===== src/sap_pkg.sv =====
`default_nettype none

package sap_pkg;

  // ****************************************
  // register byte offsets
  // ****************************************
  localparam logic [7:0] SAP_CTRL_OFS   = 8'h00;  // control
  localparam logic [7:0] SAP_CLKDIV_OFS = 8'h04;  // clock dividers
  localparam logic [7:0] SAP_STATUS_OFS = 8'h08;  // status, sticky flags
  localparam logic [7:0] SAP_TXDATA_OFS = 8'h0c;  // transmit sample push
  localparam logic [7:0] SAP_RXDATA_OFS = 8'h10;  // receive sample pop

  // ****************************************
  // field layouts and reset values
  // ****************************************
  typedef enum logic [1:0] {SAP_W16, SAP_W24, SAP_W32, SAP_WRSV} sap_width_t;

  typedef struct packed {
    logic [25:0] rsvd;      // reads as zero
    logic        mclkEn;    // drive master clock pin
    sap_width_t  widthSel;  // sample resolution
    logic        leftJust;  // no one-bit delay after word select
    logic        master;    // drive bit clock and word select
    logic        enable;    // run the serial engine
  } sap_ctrl_t;

  typedef struct packed {
    logic [15:0] rsvd;      // reads as zero
    logic [7:0]  bclkDiv;   // bit clock half period minus one, in mclk periods
    logic [7:0]  mclkDiv;   // mclk half period minus one, in clk cycles
  } sap_clkdiv_t;

  typedef struct packed {
    logic        right;     // channel: 1 right, 0 left
    logic [31:0] sample;    // msb-aligned two's complement sample
  } sap_word_t;

  localparam logic [31:0] SAP_CTRL_RST    = 32'h0000_0000;
  localparam logic [31:0] SAP_CTRL_WMASK  = 32'h0000_003f;
  localparam logic [31:0] SAP_CLKDIV_RST  = 32'h0000_0101;
  localparam logic [31:0] SAP_CLKDIV_MASK = 32'h0000_ffff;
  localparam logic [2:0]  SAP_HSIZE_WORD  = 3'h2;

  // status bit positions
  localparam int SAP_ST_TX_FULL  = 0;
  localparam int SAP_ST_TX_EMPTY = 1;
  localparam int SAP_ST_RX_VALID = 2;
  localparam int SAP_ST_RX_RIGHT = 3;
  localparam int SAP_ST_UNDERRUN = 4;
  localparam int SAP_ST_OVERRUN  = 5;
  localparam int SAP_ST_WS       = 6;

  // bit counts
  localparam logic [5:0] SAP_BITS_16 = 6'h10;
  localparam logic [5:0] SAP_BITS_24 = 6'h18;
  localparam logic [5:0] SAP_BITS_32 = 6'h20;

  // ****************************************
  // width decoding
  // ****************************************
  function automatic logic [5:0] sap_word_bits(sap_width_t w);
    case (w)
      SAP_W16: sap_word_bits = SAP_BITS_16;
      SAP_W24: sap_word_bits = SAP_BITS_24;
      default: sap_word_bits = SAP_BITS_32;
    endcase
  endfunction : sap_word_bits

  function automatic logic [5:0] sap_slot_bits(sap_width_t w);
    sap_slot_bits = (w == SAP_W16) ? SAP_BITS_16 : SAP_BITS_32;
  endfunction : sap_slot_bits

  // keeps the top word bits of an msb-aligned sample
  function automatic logic [31:0] sap_width_mask(sap_width_t w);
    sap_width_mask = ~(32'hffff_ffff >> sap_word_bits(w));
  endfunction : sap_width_mask

endpackage : sap_pkg

`default_nettype wire


===== src/sap_fifo.sv =====
`timescale 1ns/10ps
`default_nettype none

module sap_fifo #(
  parameter int WIDTH = 32,
  parameter int DEPTH = 16  // power of two
) (
  // clock and reset
  input  wire logic             clk,
  input  wire logic             rst_n,
  // filling side
  input  wire logic             inVal,
  output logic                  inRdy,
  input  wire logic [WIDTH-1:0] inData,
  // draining side
  output logic                  outVal,
  input  wire logic             outRdy,
  output logic [WIDTH-1:0]      outData
);

  localparam int AW = $clog2(DEPTH);

  logic [WIDTH-1:0] mem [DEPTH];  // storage
  logic [AW-1:0]    wrPtr;        // next slot to fill
  logic [AW-1:0]    rdPtr;        // oldest word
  logic [AW:0]      count;        // words held
  logic             push;
  logic             pop;

  // honest full and empty
  assign inRdy   = count != (AW + 1)'(DEPTH);
  assign outVal  = count != '0;
  assign outData = mem[rdPtr];
  assign push    = inVal & inRdy;
  assign pop     = outVal & outRdy;

  // storage write
  always_ff @(posedge clk) begin
    if (push) begin
      mem[wrPtr] <= inData;
    end
  end

  // pointers and fill level
  always_ff @(posedge clk or negedge rst_n) begin
    if (!rst_n) begin
      wrPtr <= '0;
      rdPtr <= '0;
      count <= '0;
    end else begin
      if (push) wrPtr <= wrPtr + 1'b1;
      if (pop) rdPtr <= rdPtr + 1'b1;
      count <= count + (AW + 1)'(push) - (AW + 1)'(pop);
    end
  end

endmodule : sap_fifo

`default_nettype wire


===== src/sap_clk_div.sv =====
`timescale 1ns/10ps
`default_nettype none

module sap_clk_div (
  // clock and reset
  input  wire logic       clk,
  input  wire logic       rst_n,
  // configuration
  input  wire logic       mclkOn,
  input  wire logic       bclkOn,
  input  wire logic [7:0] mclkDiv,
  input  wire logic [7:0] bclkDiv,
  // clocks out and bit clock events
  output logic            mclkPin,
  output logic            bclkPin,
  output logic            bclkRise,
  output logic            bclkFall
);

  logic [7:0] mCnt;     // clk cycles in mclk half period
  logic [7:0] bCnt;     // mclk periods in bclk half period
  logic       mclkReg;  // internal master clock
  logic       mWrap;
  logic       mTick;
  logic       bWrap;

  assign mWrap    = mCnt == mclkDiv;
  assign mTick    = mWrap & ~mclkReg;  // master clock rising
  assign bWrap    = mTick & (bCnt == bclkDiv);
  assign bclkRise = bclkOn & bWrap & ~bclkPin;
  assign bclkFall = bclkOn & bWrap & bclkPin;

  // master clock divider, its own counter
  always_ff @(posedge clk or negedge rst_n) begin
    if (!rst_n) begin
      mCnt    <= '0;
      mclkReg <= 1'b0;
    end else if (!(mclkOn | bclkOn)) begin
      mCnt    <= '0;
      mclkReg <= 1'b0;
    end else if (mWrap) begin
      mCnt    <= '0;
      mclkReg <= ~mclkReg;
    end else begin
      mCnt <= mCnt + 8'h01;
    end
  end

  // pin copy only while the pin is wanted
  always_ff @(posedge clk or negedge rst_n) begin
    if (!rst_n) begin
      mclkPin <= 1'b0;
    end else begin
      mclkPin <= mclkOn & (mWrap ? ~mclkReg : mclkReg);
    end
  end

  // bit clock divided from master clock; at most clk/4, well under 12.288 MHz
  always_ff @(posedge clk or negedge rst_n) begin
    if (!rst_n) begin
      bCnt    <= '0;
      bclkPin <= 1'b0;
    end else if (!bclkOn) begin
      bCnt    <= '0;
      bclkPin <= 1'b0;
    end else if (mTick) begin
      if (bCnt == bclkDiv) begin
        bCnt    <= '0;
        bclkPin <= ~bclkPin;
      end else begin
        bCnt <= bCnt + 8'h01;
      end
    end
  end
endmodule : sap_clk_div

`default_nettype wire


===== src/sap_serial_audio_port.sv =====
`timescale 1ns/10ps
`default_nettype none

module sap_serial_audio_port
  import sap_pkg::*;
#(
  parameter int TX_DEPTH = 16,
  parameter int RX_DEPTH = 16
) (
  // clock and reset
  input  wire logic        clk,
  input  wire logic        rst_n,
  // ahb-lite slave
  input  wire logic        hsel,
  input  wire logic [31:0] haddr,
  input  wire logic [1:0]  htrans,
  input  wire logic        hwrite,
  input  wire logic [2:0]  hsize,
  input  wire logic [31:0] hwdata,
  input  wire logic        hready,
  output logic             hreadyout,
  output logic             hresp,
  output logic [31:0]      hrdata,
  // bit clock pin
  input  wire logic        bclkIn,
  output logic             bclkOut,
  output logic             bclkOe,
  // word select pin
  input  wire logic        wsIn,
  output logic             wsOut,
  output logic             wsOe,
  // serial data and master clock
  input  wire logic        sdiIn,
  output logic             sdoOut,
  output logic             mclkOut
);

  // ****************************************
  // declarations
  // ****************************************
  sap_ctrl_t   ctrlReg;      // control register
  sap_clkdiv_t clkdivReg;    // divider register
  logic        underrunReg;  // sticky: slot sent with empty tx fifo
  logic        overrunReg;   // sticky: word lost on full rx fifo
  logic        dValid;       // data phase pending
  logic [7:0]  dAddr;        // data phase offset
  logic        dWrite;       // data phase direction
  logic        dWord;        // data phase is a whole word
  logic        rdDone;       // read data loaded
  logic        regWr;        // register write this cycle
  logic        rdLoad;       // read data loaded this cycle
  logic        txStall;      // tx fifo full holds the bus
  logic [31:0] rdMux;        // read value
  logic [31:0] statusVal;    // status view
  logic [1:0]  bclkSync;     // bit clock synchroniser
  logic [1:0]  wsSync;       // word select synchroniser
  logic [1:0]  sdiSync;      // data synchroniser
  logic        bclkSyncD;    // edge detect delay
  logic        divRise;
  logic        divFall;
  logic        riseEv;       // bit clock rising
  logic        fallEv;       // bit clock falling
  logic        slaveResync;  // slave saw select move
  logic [4:0]  bitCnt;       // bit position in slot
  logic        wsReg;        // current channel
  logic [5:0]  wordBits;
  logic [5:0]  slotBits;
  logic [5:0]  slotM1;
  logic [4:0]  slotLast;
  logic [4:0]  delayCnt;     // framing delay in bits
  logic [4:0]  cntNext;
  logic        wsNew;
  logic        txLoad;       // first bit of a word goes out
  logic [31:0] txSh;         // transmit shifter
  logic        sdoReg;
  logic [31:0] txWord;
  logic        txInRdy;
  logic        txOutVal;
  logic [31:0] txOutData;
  logic [4:0]  rxIdx;        // bit index in received word
  logic        rxTake;
  logic        rxLast;
  logic [31:0] rxBit;
  logic [31:0] rxSh;         // receive shifter
  logic [31:0] rxShNext;
  logic        rxChan;       // channel of word being received
  logic        rxInRdy;
  logic        rxOutVal;
  sap_word_t   rxWord;
  sap_word_t   rxOutData;

  // ****************************************
  // bus slave
  // ****************************************

  // address phase capture, held while a data phase waits
  always_ff @(posedge clk or negedge rst_n) begin
    if (!rst_n) begin
      dValid <= 1'b0;
      dAddr  <= '0;
      dWrite <= 1'b0;
      dWord  <= 1'b0;
    end else if (hready) begin
      dValid <= hsel & htrans[1];
      dAddr  <= haddr[7:0];
      dWrite <= hwrite;
      dWord  <= hsize == SAP_HSIZE_WORD;
    end
  end

  assign txStall   = dValid & dWrite & dWord & (dAddr == SAP_TXDATA_OFS) & ~txInRdy;
  assign rdLoad    = dValid & ~dWrite & ~rdDone;
  assign hreadyout = ~(txStall | rdLoad);  // reads take one wait state
  assign hresp     = 1'b0;
  assign regWr     = dValid & dWrite & dWord;

  // read data register
  always_ff @(posedge clk or negedge rst_n) begin
    if (!rst_n) begin
      rdDone <= 1'b0;
      hrdata <= '0;
    end else begin
      rdDone <= rdLoad;
      if (rdLoad) hrdata <= rdMux;
    end
  end

  // status view
  always_comb begin
    statusVal                  = 32'h0;
    statusVal[SAP_ST_TX_FULL]  = ~txInRdy;
    statusVal[SAP_ST_TX_EMPTY] = ~txOutVal;
    statusVal[SAP_ST_RX_VALID] = rxOutVal;
    statusVal[SAP_ST_RX_RIGHT] = rxOutVal & rxOutData.right;
    statusVal[SAP_ST_UNDERRUN] = underrunReg;
    statusVal[SAP_ST_OVERRUN]  = overrunReg;
    statusVal[SAP_ST_WS]       = wsReg;
  end

  // read decode, unmapped reads zero
  always_comb begin
    case (dAddr)
      SAP_CTRL_OFS:   rdMux = ctrlReg;
      SAP_CLKDIV_OFS: rdMux = clkdivReg;
      SAP_STATUS_OFS: rdMux = statusVal;
      SAP_RXDATA_OFS: rdMux = rxOutVal ? rxOutData.sample : 32'h0;
      default:        rdMux = 32'h0;
    endcase
  end

  // configuration registers
  always_ff @(posedge clk or negedge rst_n) begin
    if (!rst_n) begin
      ctrlReg   <= sap_ctrl_t'(SAP_CTRL_RST);
      clkdivReg <= sap_clkdiv_t'(SAP_CLKDIV_RST);
    end else if (regWr) begin
      if (dAddr == SAP_CTRL_OFS) ctrlReg <= sap_ctrl_t'(hwdata & SAP_CTRL_WMASK);
      if (dAddr == SAP_CLKDIV_OFS) clkdivReg <= sap_clkdiv_t'(hwdata & SAP_CLKDIV_MASK);
    end
  end

  // sticky flags, set wins over write-one clear
  always_ff @(posedge clk or negedge rst_n) begin
    if (!rst_n) begin
      underrunReg <= 1'b0;
      overrunReg  <= 1'b0;
    end else begin
      underrunReg <= (txLoad & ~txOutVal)
                   | (underrunReg & ~(regWr & (dAddr == SAP_STATUS_OFS) & hwdata[SAP_ST_UNDERRUN]));
      overrunReg  <= (rxLast & ~rxInRdy)
                   | (overrunReg & ~(regWr & (dAddr == SAP_STATUS_OFS) & hwdata[SAP_ST_OVERRUN]));
    end
  end

  // ****************************************
  // sample fifos
  // ****************************************
  sap_fifo #(.WIDTH(32), .DEPTH(TX_DEPTH)) u_tx_fifo (
    .clk     (clk),
    .rst_n   (rst_n),
    .inVal   (regWr & (dAddr == SAP_TXDATA_OFS)),
    .inRdy   (txInRdy),
    .inData  (hwdata),
    .outVal  (txOutVal),
    .outRdy  (txLoad),
    .outData (txOutData)
  );

  sap_fifo #(.WIDTH(33), .DEPTH(RX_DEPTH)) u_rx_fifo (
    .clk     (clk),
    .rst_n   (rst_n),
    .inVal   (rxLast),
    .inRdy   (rxInRdy),
    .inData  (rxWord),
    .outVal  (rxOutVal),
    .outRdy  (rdLoad & (dAddr == SAP_RXDATA_OFS)),
    .outData (rxOutData)
  );

  // ****************************************
  // clocks and pin synchronisers
  // ****************************************
  sap_clk_div u_clk_div (
    .clk      (clk),
    .rst_n    (rst_n),
    .mclkOn   (ctrlReg.enable & ctrlReg.mclkEn),
    .bclkOn   (ctrlReg.enable & ctrlReg.master),
    .mclkDiv  (clkdivReg.mclkDiv),
    .bclkDiv  (clkdivReg.bclkDiv),
    .mclkPin  (mclkOut),
    .bclkPin  (bclkOut),
    .bclkRise (divRise),
    .bclkFall (divFall)
  );

  // two flops on every pin input; slave follows an imposed bit clock only while each of its levels lasts over one clk cycle
  always_ff @(posedge clk or negedge rst_n) begin
    if (!rst_n) begin
      bclkSync  <= '0;
      wsSync    <= '0;
      sdiSync   <= '0;
      bclkSyncD <= 1'b0;
    end else begin
      bclkSync  <= {bclkSync[0], bclkIn};
      wsSync    <= {wsSync[0], wsIn};
      sdiSync   <= {sdiSync[0], sdiIn};
      bclkSyncD <= bclkSync[1];
    end
  end

  // edge events from own divider or from the far master
  assign riseEv = ctrlReg.enable & (ctrlReg.master ? divRise : (bclkSync[1] & ~bclkSyncD));
  assign fallEv = ctrlReg.enable & (ctrlReg.master ? divFall : (~bclkSync[1] & bclkSyncD));

  // only the master drives clock and select
  assign bclkOe = ctrlReg.enable & ctrlReg.master;
  assign wsOe   = ctrlReg.enable & ctrlReg.master;
  assign wsOut  = wsReg;
  assign sdoOut = sdoReg;

  // ****************************************
  // frame counter
  // ****************************************
  assign wordBits    = sap_word_bits(ctrlReg.widthSel);
  assign slotBits    = sap_slot_bits(ctrlReg.widthSel);
  assign slotM1      = slotBits - 6'd1;
  assign slotLast    = slotM1[4:0];
  assign delayCnt    = ctrlReg.leftJust ? 5'd0 : 5'd1;
  assign cntNext     = (bitCnt == slotLast) ? 5'd0 : bitCnt + 5'd1;
  assign wsNew       = (bitCnt == slotLast) ? ~wsReg : wsReg;
  assign slaveResync = riseEv & ~ctrlReg.master & (wsSync[1] != wsReg);

  // select moves on falling edge; slave realigns on rising edge
  always_ff @(posedge clk or negedge rst_n) begin
    if (!rst_n) begin
      bitCnt <= '0;
      wsReg  <= 1'b0;
    end else if (!ctrlReg.enable) begin
      bitCnt <= '0;
      wsReg  <= 1'b0;
    end else if (fallEv) begin
      bitCnt <= cntNext;
      wsReg  <= wsNew;
    end else if (slaveResync) begin
      bitCnt <= '0;
      wsReg  <= wsSync[1];
    end
  end

  // ****************************************
  // transmitter
  // ****************************************
  assign txLoad = fallEv & (cntNext == delayCnt);
  assign txWord = txOutVal ? (txOutData & sap_width_mask(ctrlReg.widthSel)) : 32'h0;

  // msb first, zeros shift in behind the sample
  always_ff @(posedge clk or negedge rst_n) begin
    if (!rst_n) begin
      txSh   <= '0;
      sdoReg <= 1'b0;
    end else if (!ctrlReg.enable) begin
      txSh   <= '0;
      sdoReg <= 1'b0;
    end else if (txLoad) begin
      sdoReg <= txWord[31];
      txSh   <= {txWord[30:0], 1'b0};
    end else if (fallEv) begin
      sdoReg <= txSh[31];
      txSh   <= {txSh[30:0], 1'b0};
    end
  end

  // ****************************************
  // receiver
  // ****************************************
  assign rxIdx    = (bitCnt < delayCnt) ? slotLast : bitCnt - delayCnt;
  assign rxTake   = riseEv & ({1'b0, rxIdx} < wordBits);
  assign rxLast   = riseEv & ({1'b0, rxIdx} == (wordBits - 6'd1));
  assign rxBit    = {sdiSync[1], 31'h0} >> rxIdx;
  assign rxShNext = ((rxIdx == 5'd0) ? 32'h0 : rxSh) | rxBit;
  assign rxWord   = '{right: rxChan, sample: rxShNext};

  // sample data on rising edge, low bits left zero
  always_ff @(posedge clk or negedge rst_n) begin
    if (!rst_n) begin
      rxSh   <= '0;
      rxChan <= 1'b0;
    end else if (!ctrlReg.enable) begin
      rxSh   <= '0;
      rxChan <= 1'b0;
    end else if (rxTake) begin
      rxSh <= rxShNext;
      if (rxIdx == 5'd0) rxChan <= wsReg;
    end
  end
endmodule : sap_serial_audio_port

`default_nettype wire


===== config.mk =====
export PLATFORM = sky130hd
export DESIGN_NAME = sap_serial_audio_port
export DESIGN_NICKNAME = d
export VERILOG_FILES = /design/src/sap_pkg.sv /design/src/sap_fifo.sv /design/src/sap_clk_div.sv /design/src/sap_serial_audio_port.sv
export SDC_FILE = /design/constraint.sdc
export NUM_CORES = 1
export LEC_CHECK = 0
export ABC_CLOCK_PERIOD_IN_PS = 14000
export CAP_MARGIN = 25
export CORE_MARGIN = 5
export CORE_UTILIZATION = 44
export DETAILED_ROUTE_END_ITERATION = 8
export DONT_BUFFER_PORTS = 1
export GPL_TIMING_DRIVEN = 0
export HOLD_SLACK_MARGIN = 0.15
export PLACE_DENSITY = 0.59
export SLEW_MARGIN = 20
export SYNTH_ARGS = -nofsm -noshare
export SYNTH_HDL_FRONTEND = slang
export SYNTH_HIERARCHICAL = 1
export SYNTH_SLANG_ARGS = --single-unit

===== constraint.sdc =====
create_clock -name clk -period 14 [get_ports clk]
set_clock_uncertainty 0.1 [all_clocks]
set_input_delay 2.1 -clock clk [delete_from_list [all_inputs] [get_ports clk]]
set_output_delay 2.1 -clock clk [all_outputs]
set_load 0.1 [all_outputs]

Yosys cells after proc, flatten, opt, wreduce, memory -nomap -nowiden
Memories as Yosys holds them, arrays and structs flattened.
Index checks and enable logic that the tools add are counted.
{"block": "totals", "ff_bits": 192, "mem_bits_rw": 1040, "in_bits": 77, "output_inout_bits": 40, "memories": 2}
{"block": "op_classes", "add_sub_neg": 14, "order_cmp": 2, "n_eq_ne": 21, "shifts": 2, "mux": 43, "bitwise_logic": 58, "n_reduce_logical": 10}
{"name": "u_rx_fifo.mem", "depth": 16, "word_bits": 33, "rd": 1, "rd_ports_with_merged_regs": 0, "wr": 1, "line_no": "sap_fifo.sv:23", "source": "logic [WIDTH-1:0] mem [DEPTH];"}
{"name": "u_tx_fifo.mem", "depth": 16, "word_bits": 32, "rd": 1, "rd_ports_with_merged_regs": 0, "wr": 1, "line_no": "sap_fifo.sv:23"}
{"op": "two-way mux 32 bit", "count": 8}
{"op": "one-hot mux 32 bit (4 select lines)", "count": 1}
{"op": "two-way mux 8 bit", "count": 5}
{"op": "bitwise AND 1 bit", "count": 37}
{"op": "bitwise AND 32 bit", "count": 1}
{"op": "NOT 32 bit", "count": 1}
{"op": "bitwise OR 32 bit", "count": 1}
{"op": ">> shifter 32 x 5 -> 32 bit", "count": 1}
{"op": ">> shifter 32 x 6 -> 32 bit, first input constant", "count": 1}
{"op": "two-way mux 5 bit", "count": 6}
{"op": "two-way mux 1 bit", "count": 22}
{"op": "adder 4 x 1 -> 4 bit, second input constant", "count": 4}
{"op": "adder 8 x 1 -> 8 bit, second input constant", "count": 2}
{"op": "equality test 8 x 4 -> 1 bit, second input constant", "count": 2}
{"op": "equality test 8 bit", "count": 2}
{"op": "subtractor 5 x 1 -> 5 bit", "count": 3}
{"op": "NOT 1 bit", "count": 14}
{"op": "one-hot mux 6 bit (2 select lines)", "count": 1}
{"op": "adder 5 x 1 -> 5 bit", "count": 2}
{"op": "inequality test 5 bit, second input constant", "count": 2}
{"op": "AND reduction 2 bit", "count": 5}
{"op": "nonzero test 5 bit", "count": 2}
{"op": "equality test 8 x 3 -> 1 bit, second input constant", "count": 1}
{"op": "equality test 8 x 5 -> 1 bit, second input constant", "count": 1}
{"op": "19 further kinds", "count": 25}

Logic depth before layout (Yosys ltp)
Gate-level depths: netlist of the first run.
{"block": "logic_depth", "word_depth": 12, "depth_mapped": 22, "ltp_nobuf": 20}

By module
Netlist of the first run, hierarchy kept.
{"mod": "sap_fifo (u_rx_fifo)", "instances": 1, "cells_each": 1037, "area_per_inst_um2": 21136.5, "seq_area_each_um2": 16180.5}
{"mod": "sap_fifo (u_tx_fifo)", "instances": 1, "cells_each": 1007, "area_per_inst_um2": 20369.5, "seq_area_each_um2": 15700.1}
{"mod": "sap_serial_audio_port", "instances": 1, "cells_each": 617, "area_per_inst_um2": 6890.4, "seq_area_each_um2": 3656.0}
{"mod": "sap_clk_div", "instances": 1, "cells_each": 115, "area_per_inst_um2": 1101.1, "seq_area_each_um2": 475.5}

Least setup slack after synthesis of the first run
OpenSTA, ideal clock, no wires.
{"block": "synth_timing", "kind": "register to register", "startpoint": "register ctrlReg[0] (netlist bit)", "endpoint": "memory u_rx_fifo.mem[3][0], enable pin", "arrival_ps": 5278, "slack_ps": 8157, "stages_incl_launch_ff": 13, "synth_period_minus_slack_ps": 5843, "path_cell_list": "dfrtp_1 > clkbuf_1 > and2_1 > buf_2 > inv_1 > nor3_1 > and2_0 > o21ai_0 > nor3_1 > and2_1 > clkbuf_1 > nand2_1 > nor3_1"}
{"block": "synth_between", "elab_chain_cells": 9}
{"element": "start, declared", "line_no": "sap_serial_audio_port.sv:41", "source": "sap_ctrl_t ctrlReg;"}
{"element": "start signal, assigned", "line_no": "sap_serial_audio_port.sv:154", "source": "ctrlReg <= sap_ctrl_t'(SAP_CTRL_RST);"}
{"element": "start signal, assigned", "line_no": "sap_serial_audio_port.sv:157", "source": "if (dAddr == SAP_CTRL_OFS) ctrlReg <= sap_ctrl_t'(hwdata & SAP_CTRL_WMASK);"}
{"element": "bitwise AND 1 bit"}
{"element": "via bclkOe", "line_no": "sap_serial_audio_port.sv:27", "source": "output logic bclkOe,"}
{"element": "bitwise AND 1 bit (2 in series)", "line_no": "sap_clk_div.sv:30", "source": "assign bclkRise = bclkOn & bWrap & ~bclkPin;"}
{"element": "via divRise", "line_no": "sap_serial_audio_port.sv:59", "source": "logic divRise;"}
{"element": "two-way mux 1 bit", "line_no": "sap_serial_audio_port.sv:232", "source": "assign riseEv = ctrlReg.enable & (ctrlReg.master ? divRise : (bclkSync[1] & ~bclkSyncD));"}
{"element": "bitwise AND 1 bit", "line_no": "sap_serial_audio_port.sv:232"}
{"element": "bitwise AND 1 bit", "line_no": "sap_serial_audio_port.sv:298", "source": "assign rxLast = riseEv & ({1'b0, rxIdx} == (wordBits - 6'd1));"}
{"element": "via rxLast", "line_no": "sap_serial_audio_port.sv:82", "source": "logic rxLast;"}
{"element": "bitwise AND 1 bit", "line_no": "sap_fifo.sv:34", "source": "assign push = inVal & inRdy;"}
{"element": "two-way mux 1 bit", "line_no": "sap_fifo.sv:39", "source": "if (push) begin"}
{"element": "two-way mux 1 bit (implied by the code)", "line_no": "sap_fifo.sv:40", "source": "mem[wrPtr] <= inData;"}
{"element": "end, declared", "line_no": "sap_fifo.sv:23"}
The timed path passes the listed nets, and every way through them passes these cells.

Worst setup path in the final report of the first run
{"block": "layout_timing", "startpoint": "register ctrlReg[0] (netlist bit)", "endpoint": "register u_tx_fifo.count[4]"}
{"block": "layout_between", "elab_chain_cells": 8}
{"element": "bitwise AND 1 bit"}
{"element": "via bclkOe", "line_no": "sap_serial_audio_port.sv:27"}
{"element": "bitwise AND 1 bit (2 in series)", "line_no": "sap_clk_div.sv:31", "source": "assign bclkFall = bclkOn & bWrap & bclkPin;"}
{"element": "via divFall", "line_no": "sap_serial_audio_port.sv:60", "source": "logic divFall;"}
{"element": "two-way mux 1 bit", "line_no": "sap_serial_audio_port.sv:233", "source": "assign fallEv = ctrlReg.enable & (ctrlReg.master ? divFall : (~bclkSync[1] & bclkSyncD));"}
{"element": "bitwise AND 1 bit", "line_no": "sap_serial_audio_port.sv:233"}
{"element": "bitwise AND 1 bit", "line_no": "sap_serial_audio_port.sv:273", "source": "assign txLoad = fallEv & (cntNext == delayCnt);"}
{"element": "via txLoad", "line_no": "sap_serial_audio_port.sv:73", "source": "logic txLoad;"}
{"element": "bitwise AND 1 bit", "line_no": "sap_fifo.sv:35", "source": "assign pop = outVal & outRdy;"}
{"element": "via u_tx_fifo.pop", "line_no": "sap_fifo.sv:28", "source": "logic pop;"}
{"element": "subtractor 5 x 1 -> 5 bit", "line_no": "sap_fifo.sv:53", "source": "count <= count + (AW + 1)'(push) - (AW + 1)'(pop);"}
{"element": "end signal, assigned", "line_no": "sap_fifo.sv:53"}
{"element": "end, declared", "line_no": "sap_fifo.sv:26", "source": "logic [AW:0] count;"}
The timed path passes the listed nets, and every way through them passes these cells.
A chain may end at the register's enable or synchronous reset.

==> results.toml, run 1 <==
[placed_design]
dp_hpwl_mm = 86.9
placed_area_mm2 = 0.0529
io_buffer_count = 0
place_congestion = 0.852

[setup_path]
critPathCaptureType = "register"
rr_startpoint = "ctrlReg[0]"
ff2ff_setup_slack_ps = 8200
critPathLaunchType = "register"
crit_fanout = 10
criticalPathCategory = "reg -> reg"
cp.required_ps = 14550
reg2reg_to = "u_tx_fifo/count[4]"
reg2reg_depth = 21
arrival_ps = 6350

[clocking]
cts-buffers-inserted = 132
cts-root-buf = "clkbuf_16"
hold_buffers = 0
cts_setup_buffers = 0
ctsResizeCount = 0
cts_sinks = 1231
cts.clk_slew.worst_paths_ps = 60
clock_latency_ps = 740
cts_buffer_depth = 3
htree_levels = 4
cts_tree = "done"

[timing]
slew_viol_final = 0
finalHoldViolCount = 0
fmax_mhz = 172
setup_viol = 0
worst_pin_slew_ps = 1110
finalCritPeriodShare_pct = 41.4
fin_hold_ws_ps = 265
grt_setup_unrepaired = "no"
final.setup.tns_ps = 0
maxSlewHeadroom_pct = 25.7
period_needed_ps = 5800

[logic_synthesis]
synth_ff_type = "edfxtp_1"
synth_edf_count = 1040
syn_nets = 2884
syn_area_mm2 = 0.0495
synth_cell_types = 81
ys_seq_area_share_pct = 72.8
yosysWarnings = 6
yosys-top-cells-area = "edfxtp_1 (63%), dfrtp_1 (9.6%), mux4_2 (5.9%)"
synth_top_area_share_pct = 63.1
synth_top_area_cell = "edfxtp_1"
async_reset_ff_share_pct = 15.5
syn_avg_cell_area_um2 = 17.8
postSynthCellCount = 2776
synth-seq-cells = 1231

[die]
ios = 117
design.die.area_mm2 = 0.119
start_util_pct = 44.1
placementRows = 123
die_h_um = 345
die_x_um = 345
core_area_mm2 = 0.112

[route]
drt_iter0_drc = 2836
routed_wl_mm = 128
drt_pass1_iterations = 5
drc = 0
dr_total_vias = 27000
final_antenna_net_count = 0
wl_per_cell_um = 27.7
viasPerCell = 5.86

[power_and_ir_drop]
power.density_mw_per_mm2 = 149
leakage_nw = 19.4
vdd_drop_max_mv = 0.119

[final_layout]
finish.instance_area_mm2 = 0.0573
layout.nets = 3112
area_growth_pct = 15.9
final_util_pct = 51.1
layout-drive-gt1-share_pct = 20.4

[grt]
grt_util_all_layers_pct = 21.0
grt_pass1_vias = 27700
grt_pass1_wl_mm = 187
grt_antenna_before_repair = 2
gr-total-overflow = 0
grt_max_degree = 192

[flow_run]
max-cap-violations = 0

[worst_hold_path]
holdPathStages = 0
hold_class = "reg -> reg"
hold_path_end = "wsSync[1]"
worstHoldStart = "wsSync[0]"

[status]
status = "finished, final reports clean"
-- registers in the layout (all words and copies together), names as in the netlist, 16 cells and up --
| register | cells |
|---|---|
| u_tx_fifo/mem | 512 |
| hrdata | 32 |
| u_rx_fifo/mem | 528 |
| txSh | 31 |
| rxSh | 32 |
| clkdivReg | 16 |
-- area by class of cell --
class / count / area (µm²)
plain buffers: 171 / 996
clock buffers: 189 / 3710
repair buffers: 94 / 1420
flip-flops and latches: 1231 / 36000
fillers: 8989 / 54800
diodes: 2 / 5.00
multi-input cells: 1330 / 12600
clock inverters: 53 / 587
inverters: 44 / 165
well taps: 1500 / 1880
-- worst max-delay path, cell delays in order (launching register included) --
cell      delay, ps
dfrtp_1         320
clkbuf_1        390
and2_2          680
buf_2           350
inv_1           120
nor3_1          380
nand2_1         170
a21boi_2        400
o221ai_2        200
a21oi_2         330
clkbuf_1        520
and2_4          260
buf_6           130
ha_1            230
inv_1            60
ha_1            150
inv_1            60
fa_1            420
inv_1            70
a21oi_1          60
o21bai_1        160
xnor2_1         130
-- synthesized netlist by cell type, types with 8 or more instances --
cell type  count
nor2b_1        8
edfxtp_1    1040
nor3_1        18
o21ai_1       38
mux2i_1      263
mux2_2        32
a221oi_2      29
and3_1        24
buf_2         52
ha_1          29
nand2_1      143
xor2_1        19
xnor2_1       29
buf_1         10
nor2_1        58
nand4_1        9
buf_6         27
a221o_1       12
o21ai_0       73
clkbuf_1      59
dfrtp_1      189
buf_4         23
a22oi_1       91
mux4_2       130
a221oi_1     102
inv_1         44
a21oi_1       15
nand3_1       21
and2_1        12
a22o_1        86
-- cell families (layout without fill, tap and decap cells) --
logic type | count (synthesis) | count (layout) | synth area share, %
and+or+nand+nor | 333 | 333 | 3.28
buffers and inverters | 215 | 551 | 2.35
adders and majority gates | 32 | 32 | 0.834
DFF | 1231 | 1231 | 72.8
other | 1 | 3 | 0.00758
muxes | 427 | 427 | 12.0
xor gates and xnor gates | 48 | 48 | 0.849
AOI/OAI and AO/OA | 489 | 489 | 7.90
-- where the power goes --
group	internal, mW	total [mW]	switching [mW]
Sequential	4.00	4.05	0.0478
Clock	2.02	3.43	1.40
Combinational	0.465	1.04	0.579
Total	6.49	8.52	2.03
-- worst max path at each step --
stage          startpoint                   end  slack [ps]  cells past startpoint
6_report       ctrlReg[0]    u_tx_fifo/count[4]        8200                     21
4_1_cts        ctrlReg[0]    u_tx_fifo/count[4]        8170                     21
2_1_floorplan  ctrlReg[0]   u_rx_fifo/mem[3][0]        8160                     12
5_1_grt        ctrlReg[0]    u_tx_fifo/count[4]        7940                     21
3_5_place_dp   ctrlReg[0]    u_tx_fifo/count[4]        8200                     21
3_3_place_gp   ctrlReg[0]  u_rx_fifo/mem[3][12]        3660                     12
-- per-layer routing --
metal  up-vias  routed length, µm  GRT usage [%]
li1      11700                  -              -
met2       972              63500           35.6
met1     14200              51900           27.1
met5         -                  0              0
met3       210               9020           5.15
met4         0               3320           6.17
-- stage by stage --
stage / power (mW) / cells / setup WS, ps
after floorplan: 4.87 / 2776 / 8160
after global placement: 5.15 / 4276 / 3660
after detailed placement: 5.17 / 4355 / 8200
after CTS: 8.60 / 4597 / 8170
after global routing: 8.81 / 4612 / 7940
final: 8.52 / 4614 / 8200
-- placed cells by master, fill, tap and decap left out, types with 29 or more instances in the layout --
master     Yosys  routed
inv_1         44      44
a221oi_2      29      29
xnor2_1       29      29
o21ai_0       73      73
buf_2         52      54
nor2_1        58      34
o21ai_1       38      38
a22oi_1       91      91
clkbuf_1      59     108
ha_1          29      29
dfrtp_1      189     188
edfxtp_1    1040    1040
a22o_1        86      86
nand2_1      143     143
mux4_2       130     130
a221oi_1     102     102
mux2_2        32      32
buf_4         23      60
clkbuf_16      0     136
buf_6         27      31
mux2i_1      263     263
Note: power is estimated with default switching activity, not from simulation.
==> run 2: changes to the inputs <==
- ABC_CLOCK_PERIOD_IN_PS: 14000 -> 5500
- clock period: 14 -> 5.5 ns (I/O delays scaled with it)
==> run 2 against run 1 <==
Effect of this change: clock power rose to 2.5 times the previous value; count of clock-buffer cells in the layout shrank 9; power grew to 2.6 times the previous value; utilization up 0.40 points; register-to-register slack lost 7900 ps; critical endpoint unchanged; largest cell class unchanged; largest power group unchanged.
==> results.toml, run 2 (same netlist as run 1, synthesis figures left out) <==
[power_and_ir_drop]
p_switching_mw = 5.18
power.density_mw_per_mm2 = 376
p_int_mw = 16.6
leakage_nw = 19.6
p_seq_share_pct = 47.3
finalPower_mw = 21.8
clkPwrFrac_pct = 39.9
vdd_drop_max_mv = 0.281
p_sw_share_pct = 23.8
pwr-share-comb_pct = 12.7

[setup_path]
critPathCaptureType = "register"
arrival_ps = 5700
ff2ff_setup_slack_ps = 330
reg2reg_to = "u_tx_fifo/count[4]"
cp.required_ps = 6030
rr_startpoint = "ctrlReg[0]"
reg2reg_depth = 21
cpMostUsedCell = "inv_1"
crit_family = "buffers and inverters"
cp_slowest_cell = "and2_4"
criticalPathCategory = "reg -> reg"
crit_path_max_incr_delay_ps = 470
crit_buf_inv = 8
crit_fanout = 10
critPathLaunchType = "register"
crit_path_cell_trace = "clkbuf_1, and2_4, buf_2, inv_1, nor3_1, nand2_1, a21boi_4, o221ai_2, a21oi_2, clkbuf_2, and2_4, buf_6, ha_1, inv_1, ha_1, inv_1, fa_1, inv_1, a21oi_1, o21bai_1, xnor2_1"

[final_layout]
final_cell_mix = "edfxtp_1 (1040), mux2i_1 (263), dfrtp_1 (189)"
area_growth_pct = 16.8
fin_cells = 4649
layout-drive-gt1-share_pct = 19.8
regMostFlops = "u_rx_fifo/mem"
top_regs = "u_rx_fifo/mem: 528 flops, u_tx_fifo/mem: 512 flops"
mostFrequentLayoutCell = "edfxtp_1"
largest_register_ffs = 528
layout.nets = 3148
finish.instance_area_mm2 = 0.0578
num-fill-cells = 8933

[placed_design]
placed_area_mm2 = 0.0528
dpl.cell_count = 4344
place_congestion = 0.830
dp_hpwl_mm = 86.5
io_buffer_count = 0

[die]
start_util_pct = 44.1
design.die.area_mm2 = 0.119
die_h_um = 345
core_area_mm2 = 0.112
ios = 117
die_x_um = 345
placementRows = 123

[timing]
finalHoldViolCount = 0
period_needed_ps = 5170
worst_pin_slew_ps = 1080
slew_viol_final = 0
final.setup.tns_ps = 0
finalCritPeriodShare_pct = 93.9
maxSlewHeadroom_pct = 27.9
setup_viol = 0
fmax_mhz = 194
grt_setup_unrepaired = "no"

[route]
final_antenna_net_count = 0
viasPerCell = 5.79
drt_pass1_iterations = 6
drt_iter0_drc = 2351
routed_wl_mm = 126
dr_total_vias = 26900
drc = 0
wl_per_cell_um = 27.2

[clocking]
clock_latency_ps = 720
cts_buffer_depth = 3
cts_tree = "done"
htree_levels = 4
cts-root-buf = "clkbuf_16"
cts.clk_slew.worst_paths_ps = 60
cts_sinks = 1231
cts-buffers-inserted = 130

[worst_hold_path]
holdPathStages = 2
hold_path_end = "dValid"
worstHoldStart = "htrans[1]"
hold_class = "in -> reg"

[grt]
grt_antenna_before_repair = 3
gr-total-overflow = 0
grt_pass1_wl_mm = 185
grt_util_all_layers_pct = 20.8
grt_max_degree = 192
grt_pass1_vias = 27400

[status]
status = "finished, final reports clean"

[flow_run]
max-cap-violations = 0
==> run 2: changes by cell type in the layout (fill, tap and decap cells not counted), sizes merged, moves of 4 or more <==
cell / delta
dlygate4sd3: +48
clkbuf: -10
buf: -9
clkinvlp: +4
==> run 2: timing repair <==
item | 4_1_cts | 5_1_grt
endpoints found under the hold margin | 737 | 0
hold buffers | 49 | 0
setup buffers | 0 | 0
resized for setup | 1 | 3
endpoints found under the setup margin | 1 | 3
==> run 2: cell type report <==
type / count / area, µm² / share of cell area (%)
Sequential cell: 1231 / 36000 / 62.3
Multi-Input combinational cell: 1330 / 12600 / 21.8
Clock buffer: 180 / 3700 / 6.41
Timing Repair Buffer: 132 / 1880 / 3.25
Tap cell: 1500 / 1880 / 3.25
Buffer: 171 / 997 / 1.73
Clock inverter: 58 / 554 / 0.959
Inverter: 44 / 165 / 0.286
Antenna cell: 3 / 7.51 / 0.0130
==> run 2: worst max path at each step <==
stage / slack, ps / end / from / cells after the start
floorplan: 540 / u_rx_fifo/mem[15][0] / ctrlReg[0] / 12
global placement: -2570 / u_rx_fifo/mem[11][9] / ctrlReg[0] / 12
detailed placement: -160 / u_tx_fifo/count[4] / ctrlReg[0] / 21
CTS: 70 / u_tx_fifo/count[4] / ctrlReg[0] / 21
global route: 70 / u_tx_fifo/count[4] / ctrlReg[0] / 21
finish: 330 / u_tx_fifo/count[4] / ctrlReg[0] / 21
==> run 2: per-layer routing <==
layer  part of all wire (%)  track usage (%)  vias to the layer above
met3                    6.4             4.50                      175
li1                       -                -                    11700
met4                    2.2             5.46                        0
met1                     41             26.8                    14200
met5                      0                0                        -
met2                     51             35.9                      862
==> run 2: stage by stage <==
stage               setup WS [ps]  hold slack, ps  utilization (%)
floorplan                     539             231                -
global placement            -2570             238             45.8
detailed placement           -155             247             47.1
CTS                          70.6             158             51.3
global route                 70.6             181             51.5
finish                        333             198             51.5
==> run 2: power groups by stage <==
stage / combinational (mW) / sequential [mW] / clock (mW)
finish: 2.77 / 10.3 / 8.69
global route: 2.98 / 10.3 / 9.26
CTS: 2.81 / 10.3 / 8.87
detailed placement: 2.68 / 10.5 / 0
global placement: 2.62 / 10.5 / 0
floorplan: 1.94 / 10.5 / 0
